$ cat config.mk
export PLATFORM = sky130hd
export DESIGN_NAME = ipeb_bank
export DESIGN_NICKNAME = d
export VERILOG_FILES = /design/src/ipeb_pkg.sv /design/src/ipeb_arb_if.sv /design/src/ipeb_arbiter.sv /design/src/ipeb_bank.sv
export SDC_FILE = /design/constraint.sdc
export NUM_CORES = 1
export LEC_CHECK = 0
export ABC_AREA = 0
export BUFFER_PORTS_ARGS = -buffer_cell sky130_fd_sc_hd__buf_2
export CAP_MARGIN = 10
export CORE_MARGIN = 4
export CORE_UTILIZATION = 58
export CTS_BUF_LIST = sky130_fd_sc_hd__clkbuf_8
export CTS_CLUSTER_DIAMETER = 60
export CTS_CLUSTER_SIZE = 12
export DETAILED_ROUTE_END_ITERATION = 8
export PLACE_DENSITY = 0.8
export SETUP_SLACK_MARGIN = 0.1
export SKIP_LAST_GASP = 1
export SYNTH_ARGS = -nofsm -noshare
export SYNTH_HDL_FRONTEND = slang
export SYNTH_SLANG_ARGS = --single-unit
$ cat constraint.sdc
create_clock -name clk_sys -period 58.4 [get_ports clk_sys]
set_input_delay 11.68 -clock clk_sys [delete_from_list [all_inputs] [get_ports clk_sys]]
set_output_delay 11.68 -clock clk_sys [all_outputs]
set_load 0.02 [all_outputs]
$ cat src/ipeb_pkg.sv
// Purpose: shared constants of the interrupt priority and enable bank
// Assumes: 32-bit avalon data, registers in the low byte of each word
// Notes: register index times four gives the byte address
package ipeb_pkg;
    localparam logic [15:0] IDX_PRIO_A = 16'hFF10;
    localparam logic [15:0] IDX_PRIO_B = 16'hFF11;
    localparam logic [15:0] IDX_EN_PORT = 16'hFF14;
    localparam logic [15:0] IDX_EN_TLO = 16'hFF15;
    localparam logic [15:0] IDX_EN_SER = 16'hFF16;
    localparam logic [15:0] IDX_EN_TICK = 16'hFF17;
    localparam logic [15:0] IDX_EN_THI = 16'hFF18;
    localparam logic [15:0] IDX_STATUS = 16'hFF20;
    localparam logic [15:0] IDX_MASK = 16'hFF21;
    localparam logic [7:0] RESET_BYTE = 8'h00;
    localparam logic [7:0] SER_RW_BITS = 8'h3F;
    localparam logic [7:0] TICK_RW_BITS = 8'h0F;
    localparam int NUM_SRC = 34;
    localparam int LVL_W = 68;
    localparam logic [5:0] VEC_NMI = 6'h02;
    localparam logic [5:0] VEC_FIRST = 6'h03;
    localparam logic [5:0] VEC_LAST = 6'h24;
    localparam logic [2:0] LVL_NMI = 3'h4;
    localparam logic [2:0] LVL_NONE = 3'h0;
    // status and mask bit positions, one per priority group
    localparam int GRP_PORT = 0;
    localparam int GRP_T32 = 1;
    localparam int GRP_T10 = 2;
    localparam int GRP_SER0 = 3;
    localparam int GRP_SER1 = 4;
    localparam int GRP_TICK = 5;
    localparam int GRP_T76 = 6;
    localparam int GRP_T54 = 7;
    typedef enum logic [0:0]
    {
        BUS_IDLE = 1'b0,
        BUS_DONE = 1'b1
    } ipeb_bus_e;
endpackage : ipeb_pkg

$ cat src/ipeb_arb_if.sv
// Purpose: carries pending sources and the winner between bank and arbiter
// Assumes: source bit 33 is first in vector order, bit 0 last
// Notes: levels are two bits per source, packed like the sources
`timescale 1ns/1ps
`default_nettype none
interface ipeb_arb_if;
    logic [33:0] pend;
    logic [67:0] lvl;
    logic [1:0] mask;
    logic nmi;
    logic win_valid;
    logic [2:0] win_level;
    logic [5:0] win_vector;
    modport ctl
    (
        output pend,
        output lvl,
        output mask,
        output nmi,
        input win_valid,
        input win_level,
        input win_vector
    );
    modport arb
    (
        input pend,
        input lvl,
        input mask,
        input nmi,
        output win_valid,
        output win_level,
        output win_vector
    );
endinterface : ipeb_arb_if
`default_nettype wire

$ cat src/ipeb_arbiter.sv
// Purpose: picks the request passed to the cpu
// Assumes: inputs settle within one clock
// Notes: winner is registered, one cycle behind its inputs
`timescale 1ns/1ps
`default_nettype none
module ipeb_arbiter
(
    input wire logic clk_sys,
    input wire logic reset,
    ipeb_arb_if.arb a
);
    logic found;
    logic [2:0] best_lvl;
    logic [5:0] best_vec;

    always_comb
    begin
        found = 1'b0;
        best_lvl = ipeb_pkg::LVL_NONE;
        best_vec = 6'h00;
        // walk from last to first so earlier vectors win ties
        for (int k = 0; k < ipeb_pkg::NUM_SRC; k++)
        begin
            if (a.pend[k] && a.lvl[2*k +: 2] != 2'h0
                && {1'b0, a.lvl[2*k +: 2]} > {1'b0, a.mask}
                && {1'b0, a.lvl[2*k +: 2]} >= best_lvl)
            begin
                found = 1'b1;
                best_lvl = {1'b0, a.lvl[2*k +: 2]};
                best_vec = ipeb_pkg::VEC_FIRST + 6'(33 - k);
            end
        end
        if (a.nmi)
        begin
            found = 1'b1;
            best_lvl = ipeb_pkg::LVL_NMI;
            best_vec = ipeb_pkg::VEC_NMI;
        end
    end

    always_ff @(posedge clk_sys)
    begin
        if (reset)
        begin
            a.win_valid <= 1'b0;
            a.win_level <= ipeb_pkg::LVL_NONE;
            a.win_vector <= 6'h00;
        end
        else
        begin
            a.win_valid <= found;
            a.win_level <= best_lvl;
            a.win_vector <= best_vec;
        end
    end
endmodule : ipeb_arbiter
`default_nettype wire

$ cat src/ipeb_bank.sv
// Purpose: interrupt priority and enable register bank with avalon slave
// Assumes: factor flags and cpu mask flags synchronous to clk_sys
// Notes: every access takes one wait cycle
`timescale 1ns/1ps
`default_nettype none
module ipeb_bank
(
    input wire logic clk_sys,
    input wire logic reset,
    input wire logic [17:0] avs_address,
    input wire logic avs_read,
    input wire logic avs_write,
    input wire logic [31:0] avs_writedata,
    input wire logic [3:0] avs_byteenable,
    output logic [31:0] avs_readdata,
    output logic avs_waitrequest,
    input wire logic [7:0] port_flags,
    input wire logic [7:0] timer_low_flags,
    input wire logic [7:0] timer_high_flags,
    input wire logic [5:0] serial_flags,
    input wire logic [3:0] tick_flags,
    input wire logic watchdog_nmi,
    input wire logic cpu_mask_flag_hi,
    input wire logic cpu_mask_flag_lo,
    output logic cpu_irq_valid,
    output logic [2:0] cpu_irq_level,
    output logic [5:0] cpu_irq_vector,
    output logic irq
);
    ipeb_pkg::ipeb_bus_e bus_q;
    logic [15:0] idx;
    logic hit_ok;
    logic acc_wr;
    logic wr_lane;
    logic [7:0] wbyte;
    logic [7:0] prio_a_q;
    logic [7:0] prio_b_q;
    logic [7:0] en_port_q;
    logic [7:0] en_tlo_q;
    logic [7:0] en_thi_q;
    logic [7:0] en_ser_q;
    logic [7:0] en_tick_q;
    logic [7:0] status_q;
    logic [7:0] status_d;
    logic [7:0] mask_q;
    logic [7:0] grp_req;
    logic [7:0] grp_req_q;
    logic [7:0] rd_clear;
    logic [31:0] rdata_q;

    ipeb_arb_if arb_bus ();

    function automatic logic [7:0] read_byte(input logic [15:0] i,
        input logic [7:0] pa, input logic [7:0] pb, input logic [7:0] ep,
        input logic [7:0] tl, input logic [7:0] th, input logic [7:0] sr,
        input logic [7:0] tk, input logic [7:0] st, input logic [7:0] mk);
        logic [7:0] r;
        r = 8'h00;
        case (i)
            ipeb_pkg::IDX_PRIO_A: r = pa;
            ipeb_pkg::IDX_PRIO_B: r = pb;
            ipeb_pkg::IDX_EN_PORT: r = ep;
            ipeb_pkg::IDX_EN_TLO: r = tl;
            ipeb_pkg::IDX_EN_THI: r = th;
            ipeb_pkg::IDX_EN_SER: r = sr & ipeb_pkg::SER_RW_BITS;
            ipeb_pkg::IDX_EN_TICK: r = tk & ipeb_pkg::TICK_RW_BITS;
            ipeb_pkg::IDX_STATUS: r = st;
            ipeb_pkg::IDX_MASK: r = mk;
            default: r = 8'h00;
        endcase
        return r;
    endfunction : read_byte

    function automatic logic group_active(input logic [7:0] bits,
        input logic [1:0] lvl);
        return (|bits) && (lvl != 2'h0);
    endfunction : group_active

    // bus decode: byte address, aligned words only
    assign idx = avs_address[17:2];
    assign hit_ok = (avs_address[1:0] == 2'h0);
    assign avs_waitrequest = (avs_read || avs_write)
        && (bus_q != ipeb_pkg::BUS_DONE);
    assign acc_wr = avs_write && (bus_q == ipeb_pkg::BUS_DONE);
    assign wr_lane = acc_wr && hit_ok && avs_byteenable[0];
    assign wbyte = avs_writedata[7:0];
    assign avs_readdata = rdata_q;

    always_ff @(posedge clk_sys)
    begin
        if (reset)
            bus_q <= ipeb_pkg::BUS_IDLE;
        else
        begin
            unique case (bus_q)
                ipeb_pkg::BUS_IDLE:
                    if (avs_read || avs_write)
                        bus_q <= ipeb_pkg::BUS_DONE;
                ipeb_pkg::BUS_DONE:
                    bus_q <= ipeb_pkg::BUS_IDLE;
            endcase
        end
    end

    // read data captured in the wait cycle, stands through the answer
    always_ff @(posedge clk_sys)
    begin
        if (reset)
            rdata_q <= 32'h0000_0000;
        else if (avs_read && bus_q == ipeb_pkg::BUS_IDLE)
            rdata_q <= {24'h00_0000, hit_ok ? read_byte(idx, prio_a_q,
                prio_b_q, en_port_q, en_tlo_q, en_thi_q, en_ser_q,
                en_tick_q, status_q, mask_q) : 8'h00};
    end

    always_ff @(posedge clk_sys)
    begin
        if (reset)
        begin
            prio_a_q <= ipeb_pkg::RESET_BYTE;
            prio_b_q <= ipeb_pkg::RESET_BYTE;
        end
        else if (wr_lane && idx == ipeb_pkg::IDX_PRIO_A)
            prio_a_q <= wbyte;
        else if (wr_lane && idx == ipeb_pkg::IDX_PRIO_B)
            prio_b_q <= wbyte;
    end

    always_ff @(posedge clk_sys)
    begin
        if (reset)
        begin
            en_port_q <= ipeb_pkg::RESET_BYTE;
            en_tlo_q <= ipeb_pkg::RESET_BYTE;
            en_thi_q <= ipeb_pkg::RESET_BYTE;
            en_ser_q <= ipeb_pkg::RESET_BYTE;
            en_tick_q <= ipeb_pkg::RESET_BYTE;
        end
        else if (wr_lane)
        begin
            if (idx == ipeb_pkg::IDX_EN_PORT)
                en_port_q <= wbyte;
            if (idx == ipeb_pkg::IDX_EN_TLO)
                en_tlo_q <= wbyte;
            if (idx == ipeb_pkg::IDX_EN_THI)
                en_thi_q <= wbyte;
            if (idx == ipeb_pkg::IDX_EN_SER)
                en_ser_q <= wbyte & ipeb_pkg::SER_RW_BITS;
            if (idx == ipeb_pkg::IDX_EN_TICK)
                en_tick_q <= wbyte & ipeb_pkg::TICK_RW_BITS;
        end
    end

    // sources in vector order; timer bit layout already matches it
    assign arb_bus.pend = {port_flags & en_port_q,
        timer_low_flags & en_tlo_q,
        serial_flags[2:0] & en_ser_q[2:0],
        serial_flags[5:3] & en_ser_q[5:3],
        tick_flags & en_tick_q[3:0],
        timer_high_flags & en_thi_q};
    assign arb_bus.lvl = {{8{prio_a_q[1:0]}}, {4{prio_a_q[3:2]}},
        {4{prio_a_q[5:4]}}, {3{prio_a_q[7:6]}}, {3{prio_b_q[1:0]}},
        {4{prio_b_q[3:2]}}, {4{prio_b_q[5:4]}},
        {4{prio_b_q[7:6]}}};
    assign arb_bus.mask = {cpu_mask_flag_hi, cpu_mask_flag_lo};
    assign arb_bus.nmi = watchdog_nmi;

    ipeb_arbiter u_arb
    (
        .clk_sys(clk_sys),
        .reset(reset),
        .a(arb_bus)
    );

    assign cpu_irq_valid = arb_bus.win_valid;
    assign cpu_irq_level = arb_bus.win_level;
    assign cpu_irq_vector = arb_bus.win_vector;

    // group events: a group starts requesting
    assign grp_req[ipeb_pkg::GRP_PORT] =
        group_active(arb_bus.pend[33:26], prio_a_q[1:0]);
    assign grp_req[ipeb_pkg::GRP_T32] =
        group_active({4'h0, arb_bus.pend[25:22]}, prio_a_q[3:2]);
    assign grp_req[ipeb_pkg::GRP_T10] =
        group_active({4'h0, arb_bus.pend[21:18]}, prio_a_q[5:4]);
    assign grp_req[ipeb_pkg::GRP_SER0] =
        group_active({5'h00, arb_bus.pend[17:15]}, prio_a_q[7:6]);
    assign grp_req[ipeb_pkg::GRP_SER1] =
        group_active({5'h00, arb_bus.pend[14:12]}, prio_b_q[1:0]);
    assign grp_req[ipeb_pkg::GRP_TICK] =
        group_active({4'h0, arb_bus.pend[11:8]}, prio_b_q[3:2]);
    assign grp_req[ipeb_pkg::GRP_T76] =
        group_active({4'h0, arb_bus.pend[7:4]}, prio_b_q[5:4]);
    assign grp_req[ipeb_pkg::GRP_T54] =
        group_active({4'h0, arb_bus.pend[3:0]}, prio_b_q[7:6]);

    // clear only bits that the read returned, so a late event survives
    assign rd_clear = (avs_read && bus_q == ipeb_pkg::BUS_DONE
        && hit_ok && idx == ipeb_pkg::IDX_STATUS) ? rdata_q[7:0] : 8'h00;
    assign status_d = (status_q & ~rd_clear) | (grp_req & ~grp_req_q);

    always_ff @(posedge clk_sys)
    begin
        if (reset)
        begin
            status_q <= 8'h00;
            grp_req_q <= 8'h00;
        end
        else
        begin
            status_q <= status_d;
            grp_req_q <= grp_req;
        end
    end

    always_ff @(posedge clk_sys)
    begin
        if (reset)
            mask_q <= 8'h00;
        else if (wr_lane && idx == ipeb_pkg::IDX_MASK)
            mask_q <= wbyte;
    end

    assign irq = |(status_q & mask_q);
endmodule : ipeb_bank
`default_nettype wire

==> results.yml <==
synth:
  synth_flop_cell: "dfxtp_1"
  synth_area_leader_cell: "dfxtp_1"
  yosysUniqueCellTypes: 78
  ys_warn_count: 0
  synth_edf_count: 0
  synth_top_cell_area_share: 0.251
  avgSynthCellArea_um2: 7.69
  syn_area_mm2: 0.00741
  ys_seq_area_frac: 0.251
  synthArstFlopShare: 0
  synth.ff_latch_count: 93
  synth_cells: 963
  synthTopCellsByArea: "dfxtp_1 (25%), ha_1 (8.4%), nand2_1 (6.0%)"
clock_tree:
  path_clk_slew_ps: 90
  clk_latency_ps: 360
  cts_max_level: 3
  cts_setup_buffers: 0
  cts_made_buffers: 9
  cts_tree: "built"
  cts_buffer_depth: 2
  cts.sinks: 93
  root_buffer: "clkbuf_8"
power_and_ir_drop:
  p_clk_frac: 0.352
  seqPwrFrac: 0.564
  switching_share: 0.249
  p_leak_nw: 3.13
  power_mw: 0.113
  pwr_density_cell_mw_per_mm2: 14.1
  power.share.combinational: 0.084
  internal-power_mw: 0.0847
  power.switching_mw: 0.0280
  ir_worst_vdd_uv: 16.0
final_layout:
  fill_cells: 1175
  fin_cells: 1196
  final_core_util: 0.638
  nets: 1165
  drive_gt1_frac: 0.146
  antenna_cells: 0
  syn_to_final_growth_pct: 8.26
global_routing:
  grtUsageTotal: 0.291
  antenna_found_initial: 0
  grt_max_degree: 84
  grt_pass1_vias: 6666
  grt_first_pass_wirelength_um: 34100
  grt_remaining_overflow: 0
timing:
  worstMarginPinSlew_ps: 1180
  setup_viol: 0
  drv_slew: 0
  max_freq_ghz: 0.0182
  finalHoldViolCount: 0
  fin_worst_skew_ps: 11.7
  finalSetupTns_ps: 0
  fin_crit_sh: 0.943
  min_period_ps: 55070
  rsz0062_at_grt: "false"
  slew_headroom: 0.204
hold_path:
  hold_class: "register to register"
  min_to: "status_q[0]"
  hp-start: "grp_req_q[0]"
  whs_path_depth: 2
worst_setup_path:
  rr_startpoint: "prio_b_q[7]"
  crit_type: "input port to register"
  reg2reg_slack_ps: 14560
  worstPathArrival_ps: 55380
  path_max_fanout: 9
  reg2reg_depth: 202
  crit_path_max_incr_delay_ps: 600
  cpMostUsedCell: "ha_1"
  crit_slowest_cell: "a2111o_1"
  required_ps: 58710
  end_kind: "register"
  startpoint_type: "input port"
  reg2reg_to: "u_arb.a.win_vector[5]"
floorplan:
  rows: 41
  fp.dieArea_mm2: 0.0146
  die_y_um: 121
  initial_core_util: 0.589
  pin_count: 139
  core_mm2: 0.0126
  die_w_um: 121
drt:
  vias_per_cell: 6.44
  dr.pass1.iters: 6
  drt-initial-drc-count: 845
  final_antenna_net_count: 0
  routed_wl_um: 22000
  wl_per_cell_um: 18.4
  drc: 0
  dr_total_vias: 7702
outcome:
  status: "completed"
placed_design:
  io_buffers: 87
  placedCellCount: 1181
  place_congestion: 0.955
  hpwlAfterDp_um: 16700
run:
  max_cap_violations: 0
[per-stage QoR]
| step | instance area, um^2 | hold WS, ps | worst slack (ps) |
|---|---|---|---|
| 4_1_cts | 8010 | 474 | 3340 |
| 5_1_grt | 8020 | 490 | 211 |
| 2_1_floorplan | 7490 | 431 | 8370 |
| 3_5_place_dp | 7830 | 456 | 3110 |
| 6_report | 8020 | 472 | 3330 |
| 3_3_place_gp | 7830 | 451 | 3720 |
[cell type report]
type / count / area, um^2 / share of cell area
multi-input combinational: 790 / 5170 / 0.644
sequential: 93 / 1860 / 0.232
timing repair buffer: 91 / 465 / 0.0581
tap: 172 / 215 / 0.0268
clock buffer: 12 / 165 / 0.0206
inverter: 35 / 131 / 0.0164
clock inverter: 3 / 12.5 / 0.00156
[registers in the layout, indices dropped and copies added (netlist names)]
signal	flops
avs_readdata	8
en_port_q	8
en_thi_q	8
en_tlo_q	8
grp_req_q	8
mask_q	8
prio_a_q	8
prio_b_q	8
status_q	8
en_ser_q	6
u_arb.a.win_vector	6
en_tick_q	4
u_arb.a.win_level	3
bus_q	1
u_arb.a.win_valid	1
[Yosys cell counts, types with 16 or more instances]
library cell / instances
nand2_1: 118
dfxtp_1: 93
nor2_1: 90
a21oi_1: 59
nand3_1: 59
ha_1: 50
clkbuf_1: 39
a22oi_1: 38
o21ai_0: 36
inv_1: 35
nand2b_1: 28
mux2i_1: 27
buf_4: 24
nor2b_1: 20
nor3_1: 17
mux2_2: 16
[cells in the final DEF, fill, tap and decap left out, types with 6 or more instances in the layout]
cell / count
a22oi_1: 38
a311oi_1: 7
a31oi_1: 8
buf_2: 87
clkbuf_8: 12
nand2_1: 118
nor2b_1: 20
and3_1: 11
o21ai_0: 36
nor3b_1: 6
conb_1: 24
and2_1: 12
mux2_2: 16
mux2i_1: 27
o2111ai_1: 6
a221oi_1: 7
nand2b_1: 28
inv_1: 37
nor4_1: 6
o21a_1: 7
a32o_1: 8
a21oi_1: 59
o211ai_1: 6
dfxtp_1: 93
nor2_1: 90
nand3_1: 59
nor3_1: 17
ha_1: 50
nand4_1: 9
o21bai_1: 6
[power by group through the flow]
stage	Clock, mW	Sequential [mW]	Combinational (mW)
floorplan	0	0.0652	0.00599
global placement	0	0.0651	0.00925
detailed placement	0	0.0651	0.00935
CTS	0.0399	0.0636	0.00934
global route	0.0419	0.0636	0.0102
finish	0.0396	0.0636	0.00952
[cell families (layout without fill, tap and decap cells)]
group                      Yosys count  after routing  share of synthesized area
muxes                               44             44                     0.0628
adders and majority gates           54             54                     0.0899
AOI/OAI and AO/OA                  268            268                      0.267
DFF                                 93             93                      0.251
and+or+nand+nor                    400            400                      0.263
other                                1             24                   0.000506
buffers and inverters              103            141                     0.0654
[worst max-delay path, delay by kind of cell]
kind | cells | cell delay [ps]
adders and majority gates | 37 | 10510
and+or+nand+nor | 75 | 11970
buffers and inverters | 9 | 850
muxes | 14 | 5060
AOI/OAI and AO/OA | 69 | 15260
[metal layers]
layer  wire [um]  global-route usage  up-vias
met2        9780               0.466      373
met1        9570               0.404     3603
met5           0                   0        -
met3        1770              0.0284       74
met4         862               0.114        0
li1            -                   -     3652
[how the worst max path moves through the flow]
stage	end	from	slack [ps]	cells past startpoint
floorplan	u_arb.a.win_vector[5]	cpu_mask_flag_hi	8370	204
global placement	u_arb.a.win_vector[5]	cpu_mask_flag_hi	3720	204
detailed placement	u_arb.a.win_vector[5]	cpu_mask_flag_hi	3110	204
CTS	u_arb.a.win_vector[5]	cpu_mask_flag_hi	3340	204
global route	u_arb.a.win_vector[5]	cpu_mask_flag_hi	210	204
finish	u_arb.a.win_vector[5]	cpu_mask_flag_hi	3330	204
[timing repair]
item	CTS	global route
setup endpoints to repair	0	7
resized for setup	0	3
hold buffers	0	0
endpoints found under the hold margin	0	0
No activity file was read; power rests on OpenSTA's default activity.
